File: src/rss_pkg.sv
// Package with register map and field constants for the reset strap sampler
package rss_pkg;
   localparam logic [31:0] RSS_STRAP_OFS    = 32'h0000_0000;
   localparam logic [31:0] RSS_COMMAND_OFS  = 32'h0000_0004;
   localparam logic [31:0] RSS_MISC_TWO_OFS = 32'h0000_0008;
   localparam logic [31:0] RSS_LIVE_OFS     = 32'h0000_000c;
   localparam logic [3:0]  RSS_ADDR_LSB     = 4'h2;
   localparam logic [3:0]  RSS_ADDR_MSB     = 4'h3;
   // Field positions in the captured strap register
   localparam int RSS_F_BURST  = 0;
   localparam int RSS_F_SIZE1  = 1;
   localparam int RSS_F_MEN    = 2;
   localparam int RSS_F_ARB    = 3;
   localparam int RSS_F_OFF    = 4;
   localparam int RSS_F_SDA    = 5;
   localparam int RSS_F_EEP    = 6;
   localparam int RSS_F_TMODE  = 7;
   localparam int RSS_NSTRAP   = 9;
   // Field positions in command and misc-control-two registers
   localparam int RSS_F_MASTER = 2;
   localparam int RSS_F_OFFSTS = 0;
   localparam logic [RSS_NSTRAP-1:0] RSS_STRAP_RST = 9'h000;
   localparam logic [1:0] RSS_RESP_OKAY   = 2'h0;
   localparam logic [1:0] RSS_RESP_SLVERR = 2'h2;
   localparam logic [1:0] RSS_TMODE_NORMAL = 2'h0;
endpackage

File: src/rss_reset_strap_sampler.sv
// Reset strap sampler: captures configuration straps at reset release, AXI4-Lite registers
// Notes on behaviour
// [RULE1] All straps are captured on the rise of the PCI reset, the rise of the local reset and the fall of hot-swap healthy.
// [RULE2] A burst-in-progress strap captured low selects the 68360-style local master protocol.
// [RULE3] 68360-style local slave cycles are accepted whatever the captured size bit 1 strap.
// [RULE4] A nonzero test-mode select puts the device in tri-state or NAND-tree test; open inputs read low for normal work.
// [RULE5] A master-enable strap high during PCI reset sets the bus-master enable bit in the command register.
// [RULE6] With the master-enable strap low, software must write the command register to enable bus mastering.
// [RULE7] An arbiter-enable strap captured high enables the internal PCI arbiter, otherwise it stays off.
// [RULE8] An interface-disable strap captured high disables the PCI interface and sets the disable status bit.
// [RULE9] While the disable status bit is set, every PCI target access is retried until software clears it.
// [RULE10] The board holds serial data and EEPROM-enable straps high when an EEPROM is fitted, serial data low otherwise.
// [RULE11] Captured straps hold steady until the next qualifying reset edge.
`timescale 1ns/1ps
module rss_reset_strap_sampler
   import rss_pkg::*;
(
   input  wire logic        clk_sys,
   input  wire logic        resetn,
   input  wire logic        pciResetn,
   input  wire logic        localResetn,
   input  wire logic        hotSwapHealthyn,
   input  wire logic        burstInProgressStrapn,
   input  wire logic        sizeBit1Strap,
   input  wire logic [1:0]  testModeSelect,
   input  wire logic        masterEnableStrap,
   input  wire logic        arbiterEnableStrap,
   input  wire logic        hostPortOffStrap,
   input  wire logic        serialDataStrap,
   input  wire logic        eepromLoadStrap,
   input  wire logic        pciTargetRequest,
   output logic             pciTargetRetry,
   output logic             localMaster68360,
   output logic             localSlave68360,
   output logic             testModeActive,
   output logic [1:0]       testModeCode,
   output logic             pciMasterEnable,
   output logic             arbiterEnable,
   output logic             pciInterfaceOff,
   output logic             eepromLoadEnable,
   input  wire logic [31:0] s_axi_awaddr,
   input  wire logic        s_axi_awvalid,
   output logic             s_axi_awready,
   input  wire logic [31:0] s_axi_wdata,
   input  wire logic [3:0]  s_axi_wstrb,
   input  wire logic        s_axi_wvalid,
   output logic             s_axi_wready,
   output logic [1:0]       s_axi_bresp,
   output logic             s_axi_bvalid,
   input  wire logic        s_axi_bready,
   input  wire logic [31:0] s_axi_araddr,
   input  wire logic        s_axi_arvalid,
   output logic             s_axi_arready,
   output logic [31:0]      s_axi_rdata,
   output logic [1:0]       s_axi_rresp,
   output logic             s_axi_rvalid,
   input  wire logic        s_axi_rready
);
   localparam int NSYNC = 3 + RSS_NSTRAP;

   // Two-flop synchronisers for every pin input
   logic [NSYNC-1:0]      syncA_q;
   logic [NSYNC-1:0]      syncB_q;
   logic [2:0]            rstPrev_q;
   logic [RSS_NSTRAP-1:0] strap_q;
   logic                  master_q;
   logic                  offSts_q;
   logic                  retry_q;
   logic                  awHeld_q;
   logic                  wHeld_q;
   logic [31:0]           awAddr_q;
   logic [31:0]           wData_q;
   logic [3:0]            wStrb_q;
   logic                  bValid_q;
   logic [1:0]            bResp_q;
   logic                  rValid_q;
   logic [31:0]           rData_q;
   logic [1:0]            rResp_q;

   wire [NSYNC-1:0] pinIn = {testModeSelect, eepromLoadStrap, serialDataStrap, hostPortOffStrap,
                             arbiterEnableStrap, masterEnableStrap, sizeBit1Strap, burstInProgressStrapn,
                             pciTargetRequest, hotSwapHealthyn, localResetn};
   wire [RSS_NSTRAP-1:0] strapNow = syncB_q[NSYNC-1:3];
   wire localRstS = syncB_q[0];
   wire healthyS  = syncB_q[1];
   wire pciReqS   = syncB_q[2];

   // PCI reset is itself asynchronous; it is resynchronised on its own two-flop chain, pciRst_q
   logic [1:0] pciRst_q;
   wire pciRstS = pciRst_q[1];

   wire pciRise   = pciRstS & ~rstPrev_q[0];
   wire localRise = localRstS & ~rstPrev_q[1];
   wire healthyFall = ~healthyS & rstPrev_q[2];
   wire captureNow = pciRise | localRise | healthyFall; // [RULE1]

   // AXI write decode
   wire awFire = s_axi_awvalid & s_axi_awready;
   wire wFire  = s_axi_wvalid & s_axi_wready;
   wire haveAw = awHeld_q | awFire;
   wire haveW  = wHeld_q | wFire;
   wire [31:0] wAddr = awHeld_q ? awAddr_q : s_axi_awaddr;
   wire [31:0] wData = wHeld_q ? wData_q : s_axi_wdata;
   wire [3:0]  wStrb = wHeld_q ? wStrb_q : s_axi_wstrb;
   wire doWrite = haveAw & haveW & ~bValid_q;
   wire wInRange = wAddr[31:RSS_ADDR_MSB+1] == 28'h0000000 && wAddr[1:0] == 2'h0;
   wire wrCommand = doWrite & wInRange & wAddr[RSS_ADDR_MSB:RSS_ADDR_LSB] == RSS_COMMAND_OFS[3:2];
   wire wrMiscTwo = doWrite & wInRange & wAddr[RSS_ADDR_MSB:RSS_ADDR_LSB] == RSS_MISC_TWO_OFS[3:2];
   wire wrReadOnly = doWrite & wInRange &
                     (wAddr[RSS_ADDR_MSB:RSS_ADDR_LSB] == RSS_STRAP_OFS[3:2] ||
                      wAddr[RSS_ADDR_MSB:RSS_ADDR_LSB] == RSS_LIVE_OFS[3:2]);
   wire wrOk = wrCommand | wrMiscTwo | wrReadOnly;

   // AXI read decode
   wire arFire = s_axi_arvalid & s_axi_arready;
   wire rInRange = s_axi_araddr[31:RSS_ADDR_MSB+1] == 28'h0000000 && s_axi_araddr[1:0] == 2'h0;
   wire [1:0] rSel = s_axi_araddr[RSS_ADDR_MSB:RSS_ADDR_LSB];
   logic [31:0] rMux;
   always_comb begin
      rMux = 32'h0000_0000;
      unique case (rSel)
         RSS_STRAP_OFS[3:2]:    rMux = {23'h000000, strap_q};
         RSS_COMMAND_OFS[3:2]:  rMux = {29'h00000000, master_q, 2'h0};
         RSS_MISC_TWO_OFS[3:2]: rMux = {31'h00000000, offSts_q};
         RSS_LIVE_OFS[3:2]:     rMux = {23'h000000, strapNow};
      endcase
   end

   assign s_axi_awready = ~awHeld_q & ~bValid_q;
   assign s_axi_wready  = ~wHeld_q & ~bValid_q;
   assign s_axi_bvalid  = bValid_q;
   assign s_axi_bresp   = bResp_q;
   assign s_axi_arready = ~rValid_q;
   assign s_axi_rvalid  = rValid_q;
   assign s_axi_rdata   = rData_q;
   assign s_axi_rresp   = rResp_q;

   // Decoded modes; protocol, test, arbiter and EEPROM outputs come from the captured straps, slave style is fixed
   assign localMaster68360 = ~strap_q[RSS_F_BURST]; // [RULE2]
   assign localSlave68360  = 1'b1; // [RULE3]
   assign testModeCode     = strap_q[RSS_F_TMODE +: 2];
   assign testModeActive   = testModeCode != RSS_TMODE_NORMAL; // [RULE4]
   assign pciMasterEnable  = master_q;
   assign arbiterEnable    = strap_q[RSS_F_ARB]; // [RULE7]
   assign pciInterfaceOff  = offSts_q; // [RULE8]
   // Serial-data and EEPROM straps both high means an EEPROM load is wanted
   assign eepromLoadEnable = strap_q[RSS_F_EEP] & strap_q[RSS_F_SDA]; // [RULE10]
   assign pciTargetRetry   = retry_q;

   always_ff @(posedge clk_sys or negedge resetn) begin
      if (!resetn) begin
         syncA_q   <= '0;
         syncB_q   <= '0;
         pciRst_q  <= 2'h0;
         rstPrev_q <= 3'h0;
      end else begin
         syncA_q   <= pinIn;
         syncB_q   <= syncA_q;
         pciRst_q  <= {pciRst_q[0], pciResetn};
         rstPrev_q <= {healthyS, localRstS, pciRstS};
      end
   end

   // Straps freeze between reset edges; live changes are ignored
   always_ff @(posedge clk_sys or negedge resetn) begin
      if (!resetn) begin
         strap_q <= RSS_STRAP_RST;
      end else if (captureNow) begin
         strap_q <= strapNow; // [RULE11]
      end
   end

   // Master enable follows the strap while PCI reset is held; software may set it afterwards
   always_ff @(posedge clk_sys or negedge resetn) begin
      if (!resetn) begin
         master_q <= 1'b0;
      end else if (!pciRstS) begin
         master_q <= strapNow[RSS_F_MEN]; // [RULE5]
      end else if (wrCommand && wStrb[0]) begin
         master_q <= wData[RSS_F_MASTER]; // [RULE6]
      end
   end

   // Strap capture loads the off status from the strap; a write of one clears it, capture wins a tie
   always_ff @(posedge clk_sys or negedge resetn) begin
      if (!resetn) begin
         offSts_q <= 1'b0;
      end else if (captureNow) begin
         offSts_q <= strapNow[RSS_F_OFF]; // [RULE8]
      end else if (wrMiscTwo && wStrb[0] && wData[RSS_F_OFFSTS]) begin
         offSts_q <= 1'b0;
      end
   end

   always_ff @(posedge clk_sys or negedge resetn) begin
      if (!resetn) begin
         retry_q <= 1'b0;
      end else begin
         retry_q <= pciReqS & offSts_q; // [RULE9]
      end
   end

   always_ff @(posedge clk_sys or negedge resetn) begin
      if (!resetn) begin
         awHeld_q <= 1'b0;
         wHeld_q  <= 1'b0;
         awAddr_q <= 32'h0000_0000;
         wData_q  <= 32'h0000_0000;
         wStrb_q  <= 4'h0;
         bValid_q <= 1'b0;
         bResp_q  <= RSS_RESP_OKAY;
      end else begin
         if (doWrite) begin
            awHeld_q <= 1'b0;
            wHeld_q  <= 1'b0;
            bValid_q <= 1'b1;
            bResp_q  <= wrOk ? RSS_RESP_OKAY : RSS_RESP_SLVERR;
         end else begin
            if (awFire) begin
               awHeld_q <= 1'b1;
               awAddr_q <= s_axi_awaddr;
            end
            if (wFire) begin
               wHeld_q <= 1'b1;
               wData_q <= s_axi_wdata;
               wStrb_q <= s_axi_wstrb;
            end
            if (bValid_q && s_axi_bready) begin
               bValid_q <= 1'b0;
            end
         end
      end
   end

   always_ff @(posedge clk_sys or negedge resetn) begin
      if (!resetn) begin
         rValid_q <= 1'b0;
         rData_q  <= 32'h0000_0000;
         rResp_q  <= RSS_RESP_OKAY;
      end else if (arFire) begin
         rValid_q <= 1'b1;
         rData_q  <= rInRange ? rMux : 32'h0000_0000;
         rResp_q  <= rInRange ? RSS_RESP_OKAY : RSS_RESP_SLVERR;
      end else if (rValid_q && s_axi_rready) begin
         rValid_q <= 1'b0;
      end
   end
endmodule

File: config.mk
export PLATFORM = sky130hd
export DESIGN_NAME = rss_reset_strap_sampler
export DESIGN_NICKNAME = d
export VERILOG_FILES = /design/src/rss_pkg.sv /design/src/rss_reset_strap_sampler.sv
export SDC_FILE = /design/constraint.sdc
export NUM_CORES = 1
export LEC_CHECK = 0
export CAP_MARGIN = 25
export CELL_PAD_IN_SITES_DETAIL_PLACEMENT = 0
export CELL_PAD_IN_SITES_GLOBAL_PLACEMENT = 2
export CORE_ASPECT_RATIO = 0.5
export CORE_MARGIN = 2
export CORE_UTILIZATION = 35
export CTS_CLUSTER_DIAMETER = 200
export DETAILED_ROUTE_END_ITERATION = 6
export DONT_BUFFER_PORTS = 1
export GPL_ROUTABILITY_DRIVEN = 0
export PLACE_DENSITY = 0.82
export SYNTH_ARGS = -nofsm -noshare
export SYNTH_HDL_FRONTEND = slang
export SYNTH_SLANG_ARGS = --single-unit
File: constraint.sdc
create_clock -name clk_sys -period 2.4 [get_ports clk_sys]
set_input_delay 0.24 -clock clk_sys [delete_from_list [all_inputs] [get_ports clk_sys]]
set_output_delay 0.24 -clock clk_sys [all_outputs]
set_load 0.02 [all_outputs]
After elaboration in Yosys (flattened, before gate mapping):

Index checks and enable logic that the tools add are counted.

* bitwise logic cells: 31
* muxes and demuxes: 19
* reduce and logical (&&, ||, !) cells: 22
* eq/ne operators: 7

Operator list (number)
* case mux 32 bit (4 select lines): 1
* two-way mux 32 bit: 2
* zero test 28 bit: 2
* AND 1 bit: 16
* two-way mux 1 bit: 13
* nonzero test 2 bit: 6
* inverter 1 bit: 9
* equality test 2 bit (second input constant): 4
* zero test 2 bit: 4
* logical AND 1 bit: 7
* bitwise OR 1 bit: 6
* equality test 2 x 1 -> 1 bit (second input constant): 2
* two-way mux 2 bit: 2
* AND reduction 2 bit: 2
* two-way mux 3 bit: 1
* inequality test 2 x 1 -> 1 bit (second input constant): 1
* logical OR 1 bit: 1

* word-level logic and storage cells: 97
* bits in registers: 117

Depth between registers and ports, before layout:

* word-level depth: 12
* gate-level depth with buffers: 7
* mapped depth without buffers: 6

Worst setup path after synthesis:

OpenSTA, ideal clock, no wires.

* path type: register to register
* from: register wHeld_q
* to: register awAddr_q[10]
* library setup time: 0.125 ns
* buffers on the path: 3
* setup slack: 0.502 ns
* cell stages (with the launch flop): 7
* clock period less this slack: 1.898 ns
* arrival: 1.773 ns
* cell sequence: dfrtp_1 clkbuf_1 nor2_1 and3_1 buf_2 buf_2 mux2_2

* longest elaborated chain between the ends: 8

Ends and longest elaborated chain
* start: declaration: RTL line rss_reset_strap_sampler.sv:70 `logic wHeld_q;`
* start signal: assignment: RTL line rss_reset_strap_sampler.sv:206 `wHeld_q <= 1'b0;`
* start signal: assignment: RTL line rss_reset_strap_sampler.sv:215 `wHeld_q <= 1'b0;`
* start signal: assignment: RTL line rss_reset_strap_sampler.sv:224 `wHeld_q <= 1'b1;`
* inverter 1 bit: RTL line rss_reset_strap_sampler.sv:130 `assign s_axi_wready = ~wHeld_q & ~bValid_q;`
* AND 1 bit: RTL line rss_reset_strap_sampler.sv:130
* named net s_axi_wready: RTL line rss_reset_strap_sampler.sv:47 `output logic s_axi_wready,`
* AND 1 bit: RTL line rss_reset_strap_sampler.sv:99 `wire wFire = s_axi_wvalid & s_axi_wready;`
* bitwise OR 1 bit: RTL line rss_reset_strap_sampler.sv:101 `wire haveW = wHeld_q | wFire;`
* AND 1 bit (2 in series): RTL line rss_reset_strap_sampler.sv:105 `wire doWrite = haveAw & haveW & ~bValid_q;`
* inverter 1 bit (no line)
* AND reduction 2 bit (no line)
* end signal: assignment: RTL line rss_reset_strap_sampler.sv:221 `awAddr_q <= s_axi_awaddr;`
* end: declaration: RTL line rss_reset_strap_sampler.sv:71 `logic [31:0] awAddr_q;`

The timed path passes the listed nets, and every way through them passes these cells.
A chain may end at the register's enable or synchronous reset.

Worst setup path in the final report:

* from: register awHeld_q
* to: register master_q (netlist: pciMasterEnable)

* longest elaborated chain between the ends: 10
* elaborated cells between the ends (all ways): 15
* those cells by class: 2 x eq/ne; 1 x mux; 8 x bitwise; 4 x reduce/logical

Ends and longest elaborated chain
* start: declaration: RTL line rss_reset_strap_sampler.sv:69 `logic awHeld_q;`
* start signal: assignment: RTL line rss_reset_strap_sampler.sv:205 `awHeld_q <= 1'b0;`
* start signal: assignment: RTL line rss_reset_strap_sampler.sv:214 `awHeld_q <= 1'b0;`
* start signal: assignment: RTL line rss_reset_strap_sampler.sv:220 `awHeld_q <= 1'b1;`
* inverter 1 bit: RTL line rss_reset_strap_sampler.sv:129 `assign s_axi_awready = ~awHeld_q & ~bValid_q;`
* AND 1 bit: RTL line rss_reset_strap_sampler.sv:129
* AND 1 bit: RTL line rss_reset_strap_sampler.sv:98 `wire awFire = s_axi_awvalid & s_axi_awready;`
* bitwise OR 1 bit: RTL line rss_reset_strap_sampler.sv:100 `wire haveAw = awHeld_q | awFire;`
* AND 1 bit (2 in series): RTL line rss_reset_strap_sampler.sv:105
* AND 1 bit: RTL line rss_reset_strap_sampler.sv:107 `wire wrCommand = doWrite & wInRange & wAddr[RSS_ADDR_MSB:RSS_ADDR_LSB] == RSS_COMMAND_OFS[3:2];`
* AND 1 bit (*): RTL line rss_reset_strap_sampler.sv:107
* logical AND 1 bit (*): RTL line rss_reset_strap_sampler.sv:179 `end else if (wrCommand && wStrb[0]) begin`
* inequality test 2 x 1 -> 1 bit (no line) (*)
* end signal: assignment: RTL line rss_reset_strap_sampler.sv:178 `master_q <= strapNow[RSS_F_MEN];`
* end signal: assignment: RTL line rss_reset_strap_sampler.sv:180 `master_q <= wData[RSS_F_MASTER];`
* end: declaration: RTL line rss_reset_strap_sampler.sv:66 `logic master_q;`

Mark *: on every way between the ends. The rest lies on a longest branch, timed or not.

==> run metrics <==
setup repair after global routing missed its margin=no; Setup WS pre-CTS=0.269 ns; Bufs on Longest Clock Path=2; status=finished clean; Simple-Gate Fraction of Synth Area=8.76%; vias in the first global route=2,425; Final HPWL DP=5820 um; Core Util, Final=41.8%; Layout Skew=0.00672 ns; fin cells=448; Clock Sinks=91; FILL cells=971; reg2reg path depth=6; worst hold path startpoint=s_axi_bready; Clock Power Share=33.4%; Cells after DPL=416; Setup Fix Bufs, Post-CTS=0; Ys Warns=0; row cnt=26; initial antenna violation count=0; Sw Ratio=27.4%; full die area=11,500 sq um; Pint=0.00335 W; IO Pins=171; Startpoint Class=register; Mapped Avg Cell Area=13.2 sq um; Final Max Slew Viols=0; Main synth FF type=dfrtp_1; CP Capture Type=register; Die H=77.0 um; Tcrit/Tclk final=87.3%; Switching Power=0.00126 W; Die Width=150 um; register clock-pin slew on the reported worst setup and hold paths=0.06 ns; critical path's top delay family=simple AND/OR/NAND/NOR gates; post-synthesis sequential area ratio=61.1%; r2r setup slk=0.31 ns; area fraction in compound gates after synthesis=8.09%; Post-Syn Area=3730 sq um; CTS root buffer=clkbuf_16; Setup WS post-layout=0.305 ns; DR pass1 iterations=4; DRT antenna net count=0; Critical Path RT=2.62 ns; GRT Util Overall=14.3%; Async SR Flop Fraction=100%; Max Freq=477 MHz; leakage power=1.86 nW; first-pass GRT wire length=12,600 um; worst hold stages=1; PortBufs=0; Syn Inst Count=283; HP Class=input pin to register; CTS tree=yes; worst r2r src=awHeld_q; XOR/XNOR share of the synthesized area=0%; antenna diode count=0; Starting Density=36.2%; post-synthesis mux area share=14.1%; flop and latch count out of synthesis=91; adder-cell share of the synthesized area=0%; GR Overflow Total=0; Std-Cell Core Area=10,300 sq um; WP depth=6; largest family of logic cells by synthesized area=multiplexers; sum of negative setup slack=0 ns; Clock Latency Late Sink=0.33 ns; number of distinct library cells after synthesis=35; sequential power share=47.7%; Layout Area Growth over Synthesis=15.4%; Final min period=2.09 ns; Max Cap Viol=0; worst path bufs/invs=0; proportion of layout cells with a drive suffix above 1=24.0%; CP arrival=2.32 ns; Residual DRC=0; CP peak stage delay=0.39 ns; via count=2,203; Peak VDD IR=0.000436 V; H-tree lvl count=3; routed wire length=7800 um; share of the synthesized area in the top cell type=61.1%; DR WL/cell=17.4 um; Max-slew headroom=55.3%; CP Max Fanout=3; cell with the most instances after synthesis=dfrtp_1; cell breakdown of the critical path=nor4_1 > nand4_1 > nor4_2 > o211ai_1 > o31a_1 > a22o_1; top cells by count, synth=91 x dfrtp_1, 44 x mux2_2, 28 x buf_4; WHS Endpoint=s_axi_bvalid; slowest stage cell, crit path=nor4_1; Synth area leaders=dfrtp_1 61%, mux2_2 13%, buf_4 5.6%; Iter 0 DRT Violations=65; R2R Path End=pciMasterEnable; power density over cell area=1070 nW/um^2; Hold WS=0.0298 ns; critical path class=register to register; nets=423; combinational power share=18.9%; via-per-instance ratio=4.92; largest net degree at the start of global routing=92; setup violators final=0; number of CTS-inserted buffers=9; Final Hold Viols=0; number of flops mapped to enable cells by yosys=0; area leader, netlist=dfrtp_1; Worst Tran Pin Value=0.669 ns
-- flip-flops by register name, indices dropped and copies added, names as in the netlist --
name             flops
awHeld_q             1
pciRst_q             2
pciTargetRetry       1
wHeld_q              1
syncA_q             12
strap_q              9
s_axi_rvalid         1
s_axi_bvalid         1
wStrb_q              1
rstPrev_q            3
pciMasterEnable      1
s_axi_rdata          9
s_axi_bresp          1
s_axi_rresp          1
syncB_q             12
wData_q              2
awAddr_q            32
pciInterfaceOff      1
-- through the flow --
step / total power (W) / area [sq um]
2_1_floorplan: 0.00287 / 3820
3_3_place_gp: 0.00296 / 3790
3_5_place_dp: 0.00306 / 3790
4_1_cts: 0.00468 / 4300
5_1_grt: 0.00491 / 4300
6_report: 0.00461 / 4300
-- timing repair --
| action | CTS | global route |
|---|---|---|
| gates resized for setup | 0 | 0 |
| endpoints found under the hold margin | 105 | 0 |
| hold buffers | 16 | 0 |
-- cells by family (layout without fill, tap and decap cells) --
logic type	count (synthesis)	in the layout
flip-flops	91	91
AND/OR/NAND/NOR	57	57
multiplexers	47	47
buffers and inverters	47	48
AO/OA/AOI/OAI	39	39
other	2	26
-- power by group through the flow --
stage	logic (W)	clock network [W]	registers (W)
floorplan	0.000732	0	0.00214
global placement	0.000772	0	0.00219
detailed placement	0.000827	0	0.00223
CTS	0.000887	0.00159	0.00221
global route	0.000964	0.00168	0.00226
finish	0.000869	0.00154	0.00220
-- cells in the final DEF, fill, tap and decap left out, drive strengths merged, types with 4 or more instances in the layout --
| cell | count |
|---|---|
| o21ai | 7 |
| buf | 7 |
| nor2 | 11 |
| nor4 | 20 |
| nand4 | 4 |
| clkbuf | 11 |
| nand2 | 9 |
| conb | 26 |
| dfrtp | 91 |
| dlygate4sd3 | 15 |
| mux2 | 44 |
| a22o | 18 |
| inv | 12 |
-- cell type report --
type | instances | area, sq um | area share [%]
flip-flops and latches | 91 | 2280 | 53.0
multi-input cells | 169 | 1250 | 29.1
clock buffers | 11 | 253 | 5.88
repair buffers | 22 | 223 | 5.18
well taps | 140 | 175 | 4.07
clock inverters | 5 | 82.6 | 1.92
inverters | 10 | 37.5 | 0.873
-- worst max path at each step --
stage / endpoint / slack [ns] / start
6_report: pciMasterEnable / 0.31 / awHeld_q
2_1_floorplan: awAddr_q[10] / 0.50 / wHeld_q
5_1_grt: pciMasterEnable / 0.13 / awAddr_q[28]
3_3_place_gp: pciMasterEnable / 0.35 / awAddr_q[28]
4_1_cts: pciMasterEnable / 0.26 / awAddr_q[28]
3_5_place_dp: pciMasterEnable / 0.27 / awAddr_q[28]
-- layer usage --
metal / part of all wire, % / global-route usage, %
met2: 53 / 25.3
met1: 39 / 16.4
met3: 6.6 / 4.94
met4: 1.4 / 4.15
met5: 0 / 0
(Power assumes the default switching activity.)
